$ cat src/design/smdcs_regs.svh
/*
 * named constants of the smd drive control sequencer: bus-out and bus-in
 * bit positions, format lengths and timing counts.
 * assumes inclusion by bare name, before the package and the module.
 */
`ifndef SMDCS_REGS_SVH
`define SMDCS_REGS_SVH
// control tag bus-out functions, bits zero to nine
`define SMDCS_BO_WRITE_GATE    4'd0
`define SMDCS_BO_READ_GATE     4'd1
`define SMDCS_BO_OFFSET_PLUS   4'd2
`define SMDCS_BO_OFFSET_MINUS  4'd3
`define SMDCS_BO_FAULT_CLEAR   4'd4
`define SMDCS_BO_ADDR_MARK_EN  4'd5
`define SMDCS_BO_RETURN_ZERO   4'd6
`define SMDCS_BO_STROBE_EARLY  4'd7
`define SMDCS_BO_STROBE_LATE   4'd8
`define SMDCS_BO_RELEASE       4'd9
// basic status bus-in bits
`define SMDCS_BI_UNIT_READY    3'd0
`define SMDCS_BI_ON_CYLINDER   3'd1
`define SMDCS_BI_SEEK_ERROR    3'd2
`define SMDCS_BI_FAULT         3'd3
`define SMDCS_BI_WR_PROTECT    3'd4
`define SMDCS_BI_ADDR_MARK_FND 3'd5
`define SMDCS_BI_INDEX         3'd6
`define SMDCS_BI_SECTOR        3'd7
// format: data preamble is phase lock field plus one splice byte
`define SMDCS_PLO_BYTES        16'h000b
`define SMDCS_PREAMBLE_BYTES   16'h000c
`define SMDCS_FILL_PATTERN     8'h00
`define SMDCS_MIN_POSTAMBLE    4'h1
// read gate lands 11.5 bit times into the preamble, in half bits
`define SMDCS_RG_HALF_BITS     16'h0017
`define SMDCS_HALF_PER_BYTE    16'h0010
// tag strobe: cycles high, cable activation settle
`define SMDCS_TAG_HOLD         3'h3
`define SMDCS_ACT_CYCLES       3'h7
`define SMDCS_BIT_LAST         3'h7
`endif

$ cat src/design/smdcs_pkg.sv
/*
 * types of the smd drive control sequencer.
 * assumes smdcs_regs.svh supplies the numeric constants.
 */
package smdcs_pkg;
	typedef logic [11:0] smdcs_cyl_t;	// cylinder address
	typedef logic [9:0]  smdcs_bus_t;	// bus-out word
	typedef enum logic [3:0] {
		ST_IDLE, ST_ACTIVATE, ST_SELECT, ST_SEL_WAIT, ST_READY_WAIT,
		ST_CYL, ST_HEAD, ST_SEEK_WAIT, ST_SECTOR_WAIT, ST_DELAY,
		ST_GATE_ON, ST_XFER, ST_GATE_OFF, ST_ERROR, ST_CLEAR
	} smdcs_state_t;
endpackage : smdcs_pkg

$ cat src/design/smdcs_sequencer.sv
/*
 * control and data path sequencer for an smd drive: tags, bus-out,
 * status, sector search, preamble and serial nrz data.
 * assumes the drive's cable signals arrive unsynchronised; the
 * servo clock is far slower than mclk_i and is sampled, not used as clock.
 */
// Behaviour
// - open cable detect first, activates interface
// - unit number strobed by unit tag, await selected
// - ten bus-out lines, eight bus-in, tag-defined
// - wait for unit ready before next operation
// - cylinder, head, then sector, then transfer
// - cylinder bits and head plus high cylinder
// - control tag bits carry gate and functions
// - on error, latch status for cause
// - nrz data timed by read, write, servo clocks
// - twelve byte preamble includes splice byte
// - splice byte uses preamble fill pattern
// - read gate 11.5 bits into preamble
// - header postamble of at least one byte before read gate only; write gate rises at the sector mark
`timescale 1ns/1ns
`include "smdcs_regs.svh"
module smdcs_sequencer (
	input  wire logic              mclk_i,
	input  wire logic              reset_n_i,
	input  wire logic              start_i,	// begin one operation
	input  wire logic              write_op_i,	// 1 write, 0 read
	input  wire logic [3:0]        unit_i,
	input  wire smdcs_pkg::smdcs_cyl_t cyl_i,
	input  wire logic [4:0]        head_i,
	input  wire logic [7:0]        sector_i,
	input  wire logic [15:0]       xfer_len_i,	// data bytes
	input  wire logic [3:0]        postamble_i,	// header postamble bytes
	input  wire logic              fault_clear_i,	// leave error state
	input  wire logic [7:0]        wr_byte_i,
	input  wire logic [7:0]        bus_in_i,
	input  wire logic              unit_selected_i,
	input  wire logic              servo_clk_i,
	input  wire logic              read_clk_i,
	input  wire logic              read_data_i,
	output logic                   open_cable_o,
	output logic [3:0]             unit_sel_o,
	output logic                   unit_tag_o,
	output logic                   cyl_tag_o,
	output logic                   head_tag_o,
	output logic                   ctrl_tag_o,
	output smdcs_pkg::smdcs_bus_t  bus_out_o,
	output logic                   write_clk_o,
	output logic                   write_data_o,
	output logic                   wr_take_o,	// pulse: wr_byte_i used
	output logic [7:0]             rd_byte_o,
	output logic                   rd_valid_o,	// pulse
	output logic                   busy_o,
	output logic                   done_o,	// pulse
	output logic                   error_o,
	output logic [7:0]             status_o
);
	import smdcs_pkg::*;
	////////////////////////////////////////////////////////////////////
	// synchronisers; first stage feeds only the second
	logic [11:0] sync1, sync2;	// cable inputs, two stages
	logic [3:0]  hist;	// previous synced clocks and marks
	always_ff @(posedge mclk_i or negedge reset_n_i) begin
		if (!reset_n_i) begin
			sync1 <= 12'h000;
			sync2 <= 12'h000;
			hist  <= 4'h0;
		end else begin
			sync1 <= {read_data_i, read_clk_i, servo_clk_i,
				unit_selected_i, bus_in_i};
			sync2 <= sync1;
			hist  <= {sync2[10:9], sync2[`SMDCS_BI_SECTOR],
				sync2[`SMDCS_BI_INDEX]};
		end
	end
	// status view of bus-in and edges
	wire [7:0] bi       = sync2[7:0];
	wire       selected = sync2[8];
	wire       servo    = sync2[9];
	wire       rclk     = sync2[10];
	// data shares the clock's stage, so a clock edge and its bit align
	wire       rdat     = sync2[11];
	wire       index_r  = bi[`SMDCS_BI_INDEX] & ~hist[0];
	wire       sector_r = bi[`SMDCS_BI_SECTOR] & ~hist[1];
	wire       servo_e  = servo ^ hist[2];	// half bit tick
	wire       servo_f  = ~servo & hist[2];	// write data change
	wire       rclk_r   = rclk & ~hist[3];	// read sample
	// drive reports a fault or seek error
	wire       drv_bad  = bi[`SMDCS_BI_FAULT] | bi[`SMDCS_BI_SEEK_ERROR];
	////////////////////////////////////////////////////////////////////
	// state and counters
	smdcs_state_t state, next_state;
	logic [2:0]  step, next_step;	// tag strobe phase
	logic [7:0]  sec_cnt;	// sectors past index
	logic [15:0] cnt;	// half bits or bytes
	logic [2:0]  bitn;	// bit in serial byte
	logic [7:0]  shreg;	// serial shift register
	logic        in_pre;	// writing preamble bytes
	logic        found;
	// effective postamble never below one byte
	wire [3:0]  post_eff = (postamble_i < `SMDCS_MIN_POSTAMBLE) ?
		`SMDCS_MIN_POSTAMBLE : postamble_i;
	// read gate delay: postamble bytes then 11.5 bits of preamble
	wire [15:0] rg_delay = {8'h00, post_eff, 4'h0} +
		`SMDCS_RG_HALF_BITS;
	wire        tag_done = (step == `SMDCS_TAG_HOLD + 3'h1);
	wire        tag_high = (step != 3'h0) && !tag_done;
	wire        byte_end = servo_f && (bitn == `SMDCS_BIT_LAST);
	wire        xfer_end = in_pre ? 1'b0 : (cnt == xfer_len_i);
	////////////////////////////////////////////////////////////////////
	// next state: fixed order, a reported fault diverts in ready wait, seek wait, sector wait and transfer
	always_comb begin
		next_state = state;
		next_step  = 3'h0;
		unique case (state)
			ST_IDLE: if (start_i) next_state = ST_ACTIVATE;
			ST_ACTIVATE: begin
				next_step = step + 3'h1;
				if (step == `SMDCS_ACT_CYCLES) begin
					next_state = ST_SELECT;
					next_step  = 3'h0;
				end
			end
			ST_SELECT, ST_CYL, ST_HEAD, ST_CLEAR: begin
				next_step = step + 3'h1;
				if (tag_done) begin
					next_step = 3'h0;
					unique case (state)
						ST_SELECT: next_state = ST_SEL_WAIT;
						ST_CYL:    next_state = ST_HEAD;
						ST_HEAD:   next_state = ST_SEEK_WAIT;
						default:   next_state = ST_IDLE;
					endcase
				end
			end
			ST_SEL_WAIT: if (selected) next_state = ST_READY_WAIT;
			ST_READY_WAIT: begin
				if (drv_bad) next_state = ST_ERROR;
				else if (bi[`SMDCS_BI_UNIT_READY]) next_state = ST_CYL;
			end
			ST_SEEK_WAIT: begin
				if (drv_bad) next_state = ST_ERROR;
				else if (bi[`SMDCS_BI_ON_CYLINDER]) begin
					if (write_op_i && bi[`SMDCS_BI_WR_PROTECT])
						next_state = ST_ERROR;
					else next_state = ST_SECTOR_WAIT;
				end
			end
			ST_SECTOR_WAIT: begin
				if (drv_bad) next_state = ST_ERROR;
				else if (found)
					next_state = write_op_i ? ST_GATE_ON : ST_DELAY;
			end
			ST_DELAY: if (cnt == rg_delay) next_state = ST_GATE_ON;
			ST_GATE_ON: begin	// bus first, then tag
				next_step = step + 3'h1;
				if (step == 3'h1) next_state = ST_XFER;
			end
			ST_XFER: begin
				if (drv_bad) next_state = ST_ERROR;
				else if (xfer_end) next_state = ST_GATE_OFF;
			end
			ST_GATE_OFF: begin	// tag drops, then bus
				next_step = step + 3'h1;
				if (step == 3'h1) next_state = ST_IDLE;
			end
			ST_ERROR: if (fault_clear_i) next_state = ST_CLEAR;
		endcase
	end
	// bus-out word for the state, tags follow step
	smdcs_bus_t next_bus;
	always_comb begin
		next_bus = 10'h000;
		unique case (state)
			ST_CYL:  next_bus = cyl_i[9:0];
			ST_HEAD: next_bus = {3'h0, cyl_i[11:10], head_i};
			ST_GATE_ON, ST_XFER: begin
				next_bus[write_op_i ? `SMDCS_BO_WRITE_GATE :
					`SMDCS_BO_READ_GATE] = 1'b1;
			end
			ST_GATE_OFF: if (step == 3'h0) next_bus = bus_out_o;
			ST_CLEAR: next_bus[`SMDCS_BO_FAULT_CLEAR] = 1'b1;
			default: next_bus = 10'h000;
		endcase
	end
	////////////////////////////////////////////////////////////////////
	// control cable registers
	always_ff @(posedge mclk_i or negedge reset_n_i) begin
		if (!reset_n_i) begin
			state        <= ST_IDLE;
			step         <= 3'h0;
			open_cable_o <= 1'b0;
			unit_sel_o   <= 4'h0;
			unit_tag_o   <= 1'b0;
			cyl_tag_o    <= 1'b0;
			head_tag_o   <= 1'b0;
			ctrl_tag_o   <= 1'b0;
			bus_out_o    <= 10'h000;
			error_o      <= 1'b0;
			status_o     <= 8'h00;
			busy_o       <= 1'b0;
			done_o       <= 1'b0;
		end else begin
			state      <= next_state;
			step       <= next_step;
			bus_out_o  <= next_bus;
			// activation stays on once raised
			if (state == ST_ACTIVATE) open_cable_o <= 1'b1;
			if (state == ST_SELECT && step == 3'h0)
				unit_sel_o <= unit_i;
			unit_tag_o <= (state == ST_SELECT) && tag_high;
			cyl_tag_o  <= (state == ST_CYL) && tag_high;
			head_tag_o <= (state == ST_HEAD) && tag_high;
			// gate tag held for the whole transfer
			ctrl_tag_o <= ((state == ST_CLEAR) && tag_high) ||
				((state == ST_GATE_ON) && step == 3'h1) ||
				(state == ST_XFER && next_state == ST_XFER);
			error_o    <= (next_state == ST_ERROR);
			// status frozen when the error is entered
			if (next_state == ST_ERROR && state != ST_ERROR)
				status_o <= bi;
			else if (state != ST_ERROR)
				status_o <= bi;
			busy_o <= (next_state != ST_IDLE) && (next_state != ST_ERROR);
			done_o <= (state == ST_GATE_OFF) && (next_state == ST_IDLE);
		end
	end
	////////////////////////////////////////////////////////////////////
	// sector search: index zeroes count, sector mark advances it
	always_ff @(posedge mclk_i or negedge reset_n_i) begin
		if (!reset_n_i) begin
			sec_cnt <= 8'h00;
			found   <= 1'b0;
		end else begin
			found <= 1'b0;
			if (index_r) begin
				sec_cnt <= 8'h00;
				found   <= (sector_i == 8'h00) &&
					(state == ST_SECTOR_WAIT);
			end else if (sector_r) begin
				sec_cnt <= sec_cnt + 8'h01;
				found   <= (sector_i == sec_cnt + 8'h01) &&
					(state == ST_SECTOR_WAIT);
			end
		end
	end
	////////////////////////////////////////////////////////////////////
	// data path; write clock is servo retransmitted, data on its fall
	always_ff @(posedge mclk_i or negedge reset_n_i) begin
		if (!reset_n_i) begin
			cnt          <= 16'h0000;
			bitn         <= 3'h0;
			shreg        <= 8'h00;
			in_pre       <= 1'b0;
			write_clk_o  <= 1'b0;
			write_data_o <= 1'b0;
			wr_take_o    <= 1'b0;
			rd_byte_o    <= 8'h00;
			rd_valid_o   <= 1'b0;
		end else begin
			write_clk_o <= servo;
			wr_take_o   <= 1'b0;
			rd_valid_o  <= 1'b0;
			if (state != ST_DELAY && state != ST_XFER) begin
				cnt    <= 16'h0000;
				bitn   <= 3'h0;
				in_pre <= 1'b1;
				// splice byte and preamble share the fill
				shreg  <= `SMDCS_FILL_PATTERN;
				write_data_o <= 1'b0;
			end else if (state == ST_DELAY) begin
				if (servo_e) cnt <= cnt + 16'h0001;
			end else if (write_op_i) begin
				if (servo_f) begin
					write_data_o <= shreg[7];
					shreg <= {shreg[6:0], 1'b0};
					bitn  <= bitn + 3'h1;
				end
				if (byte_end) begin
					cnt <= cnt + 16'h0001;
					// twelve preamble bytes, splice first
					if (in_pre && cnt == `SMDCS_PREAMBLE_BYTES -
						16'h0001) begin
						in_pre    <= 1'b0;
						cnt       <= 16'h0000;
						shreg     <= wr_byte_i;
						wr_take_o <= 1'b1;
					end else if (in_pre) begin
						shreg <= `SMDCS_FILL_PATTERN;
					end else begin
						shreg     <= wr_byte_i;
						wr_take_o <= (cnt + 16'h0001) != xfer_len_i;
					end
				end
			end else begin
				in_pre <= 1'b0;
				if (rclk_r) begin
					shreg <= {shreg[6:0], rdat};
					bitn  <= bitn + 3'h1;
					if (bitn == `SMDCS_BIT_LAST) begin
						rd_byte_o  <= {shreg[6:0], rdat};
						rd_valid_o <= 1'b1;
						cnt        <= cnt + 16'h0001;
					end
				end
			end
		end
	end
endmodule : smdcs_sequencer

$ cat config.mk
export PLATFORM = sky130hd
export DESIGN_NAME = smdcs_sequencer
export DESIGN_NICKNAME = d
export VERILOG_FILES = /design/src/design/smdcs_pkg.sv /design/src/design/smdcs_sequencer.sv
export VERILOG_INCLUDE_DIRS = /design/src /design/src/design
export SDC_FILE = /design/constraint.sdc
export NUM_CORES = 1
export LEC_CHECK = 0
export ABC_CLOCK_PERIOD_IN_PS = 6100
export BUFFER_PORTS_ARGS = -buffer_cell sky130_fd_sc_hd__buf_2
export CAP_MARGIN = 10
export CELL_PAD_IN_SITES_DETAIL_PLACEMENT = 0
export CELL_PAD_IN_SITES_GLOBAL_PLACEMENT = 1
export CORE_MARGIN = 4
export CORE_UTILIZATION = 40
export CTS_CLUSTER_DIAMETER = 80
export DETAILED_ROUTE_END_ITERATION = 8
export PLACE_DENSITY = 0.87
export SYNTH_ARGS = -nofsm -noshare
export SYNTH_HDL_FRONTEND = slang
export SYNTH_SLANG_ARGS = --single-unit
$ cat constraint.sdc
create_clock -name mclk_i -period 6.1 [get_ports mclk_i]
set_clock_uncertainty 0.2 [all_clocks]
set_input_delay 1.22 -clock mclk_i [delete_from_list [all_inputs] [get_ports mclk_i]]
set_output_delay 1.22 -clock mclk_i [all_outputs]
set_load 0.01 [all_outputs]
==> key figures <==
Status
  • Status: completed

Detailed routing
  • ANT nets after route: 0
  • Drc violations: 0
  • Vias after detailed routing: 5045
  • Detail-routed net length per standard cell: 16.9 um
  • First-pass DRT Iterations: 8
  • Starting DRT DRC Count: 280
  • Via-to-Cell Ratio: 5.59
  • Total Wirelength: 15200 um

Pwr
  • Pwr dens: 379 mW/mm2
  • Worst IR Drop VDD: 0.000192 V
  • Total leakage power: 0.00328 uW

Worst setup path
  • CP top delay family: simple AND/OR/NAND/NOR gates
  • WP data required: 6200 ps
  • CP Capture Type: register
  • Setup CP Type: reg -> reg
  • Startpoint types: register
  • Crit path buffers/inverters: 1
  • Critical Path, Cell by Cell: inv_1 -> nor2_1 -> nand2_1 -> o21bai_2 -> nand2b_2 -> o41ai_1
  • Slowest cell on crit path: dfrtp_1
  • CP arrival: 3340 ps
  • Slowest stage delay, CP: 720 ps
  • Critical path peak fanout: 21

Synth
  • Synth cell types: 69
  • Largest family of logic cells by synthesized area: simple AND/OR/NAND/NOR gates
  • Synth Flop Type: dfrtp_1
  • Syn_nets: 686
  • Avg Cell Area, Syn: 9.77 um2
  • Share of the synthesized area in the top cell type: 48.1%
  • Ys async rst share: 100%
  • Sequential area share after synthesis: 48.1%
  • Cells after synthesis: 602
  • Simple-gate share of the synthesized area: 20.1%
  • Netlist Area Pre-Place: 0.00588 mm2
  • Area leader, netlist: dfrtp_1
  • Post-synth EDFFs: 0
  • Multiplexer share of the synthesized area: 3.17%
  • Syn. warnings: 0
  • Synth top area cells: dfrtp_1 48%, nand2_1 5.0%, o21ai_0 3.6%, xnor2_1 3.6%, xor2_1 3.0%
  • Post-synthesis compound-gate area fraction: 16.1%
  • Xor and xnor area share after synthesis: 6.55%
  • Synth Area in Adders: 2.13%
  • Synth Register Bits: 113

STA
  • RSZ-0062 raised after global routing: false
  • Fin Hold WS: 140 ps
  • Final Critical Period: 3240 ps
  • Final WS setup: 2860 ps
  • Fmax: 308 MHz
  • Period utilisation layout: 53.2%
  • Max Slew Vio Count: 0
  • Max_slew headroom: 31.4%
  • Slew @ Worst Pin: 1030 ps
  • Hold Fails Final Rpt: 0
  • Final setup fails: 0
  • Setup tns final: 0 ps

Min path
  • Worst Hold Class: reg -> reg

Flow run
  • Max-Cap Viols: 0

Clock network
  • CTS H-tree lvls: 4
  • # hold bufs at CTS: 0
  • Worst-case clock buffer depth: 2
  • Post CTS Setup Buffer Count: 0
  • Clock latency on the worst-skew pair: 420 ps
  • CTS root buf: clkbuf_16
  • Clk slew on worst S/H paths: 50 ps
  • Post-cts sizing count: 0
  • CTS sink count: 113
  • CTS buffer count: 17
  • CTS tree: built

Placed design
  • Pre-CTS WS: 2610 ps
  • HPWL Detailed: 11100 um
  • Final GP Congestion: 0.913
  • PortBufs: 115

Global routing
  • First-pass GRT wire length: 24900 um
  • Initial antenna violation count: 0
  • Global Route Usage Sum: 18.7%
  • Total grt overflow: 0
  • Vias in the first global route: 4991
  • Largest net degree at the start of global routing: 66

Die
  • Initial core utilization: 40.6%
  • Die span in y: 129 um
  • I/O pins: 116
  • Die width: 129 um
  • Die ar.: 0.0167 mm2
  • Core area: 0.0145 mm2
  • Num rows: 44

Layout
  • Diodes inserted: 0
  • Synth-to-Final Area Change: 22.0%
  • Layout cells sized above 1: 24.0%
  • Final net count: 789
-- worst reg2reg max path: stages (launching register included) --
cell	delay (ps)
dfrtp_1	720
inv_1	230
nor2_1	550
nand2_1	270
o21bai_2	410
nand2b_2	400
o41ai_1	350
-- power breakdown --
group	switching [uW]	internal [uW]
Clock	333	731
Combinational	397	278
Sequential	135	844
-- per-stage QoR --
step / instance area, um2 / utilization, % / cells / total power, uW
6_report: 7170 / 49.5 / 902 / 2720
5_1_grt: 7170 / 49.5 / 902 / 2870
4_1_cts: 7170 / 49.5 / 902 / 2730
3_5_place_dp: 6540 / 45.2 / 870 / 1660
3_3_place_gp: 6540 / 45.2 / 870 / 1640
2_1_floorplan: 5880 / - / 602 / 1440
-- sequential cells by signal, summed over array words and instances, names as in the netlist, 8 cells and up --
name and flops:
bus_out_o 10, cnt 16, sync1 12, sec_cnt 8
status_o 8, shreg 8, rd_byte_o 8, sync2 12
-- cell type report --
class / count / area [um2]
Clock buffer: 21 / 450
Timing Repair Buffer: 116 / 586
Inverter: 18 / 67.6
Tap cell: 184 / 230
Clock inverter: 11 / 185
Multi-Input combinational cell: 439 / 2830
Sequential cell: 113 / 2830
Fill cell: 1347 / 7310
-- cells in the final DEF, fill, tap and decap left out, types with 11 or more instances in the layout --
cell type | Yosys | routed
dfrtp_1 | 113 | 113
inv_1 | 16 | 16
a22oi_1 | 11 | 11
o31ai_1 | 12 | 12
nor2_1 | 30 | 30
xnor2_1 | 24 | 24
a21oi_1 | 24 | 24
buf_2 | 11 | 114
nand3_1 | 23 | 23
clkbuf_16 | 0 | 17
xor2_1 | 20 | 20
nor3_1 | 16 | 16
o21ai_0 | 42 | 42
mux2_2 | 13 | 13
nand2_1 | 78 | 78
-- kinds of logic after synthesis --
| logic type | Yosys count |
|---|---|
| fa+ha+maj | 10 |
| xor+xnor | 44 |
| buf+inv | 50 |
| compound gates | 141 |
| simple gates | 227 |
| flops | 113 |
| mux | 17 |
-- layer usage --
metal  track usage [%]  vias up  routed length, um
li1                  -     2379                  -
met1              24.8     2469               6670
met2              30.2      173               7350
met3              4.49       24                888
met4              6.24        0                304
met5                 0        -                  0
-- cells in the mapped netlist, types with 5 or more instances --
cell type and count:
ha_1 10, a22oi_1 11, nand3_1 23, inv_1 16, nor4_1 10, dfrtp_1 113
nand2b_1 9, o22ai_1 5, a21oi_1 24, nand2_1 78, nor2_1 30, nand4_1 6
nor3_1 16, a22o_1 7, mux2_2 13, clkbuf_1 15, xnor2_1 24, and2_1 5
nor2b_1 10, o21ai_0 42, o31ai_1 12, and3_1 10, buf_2 11, or3_1 6
xor2_1 20
-- final timing paths --
check	from	end	slack [ps]	depth (start not counted)
max	state[3]	cnt[7]	2860	6
min	sync1[3]	sync2[3]	140	0
max reg2reg	state[3]	cnt[7]	2860	6
min reg2reg	sync1[3]	sync2[3]	140	0
max in group asynchronous	reset_n_i	shreg[6]	3860	2
min in group asynchronous	reset_n_i	sec_cnt[3]	690	1
Power figures use the tool's default switching activity.
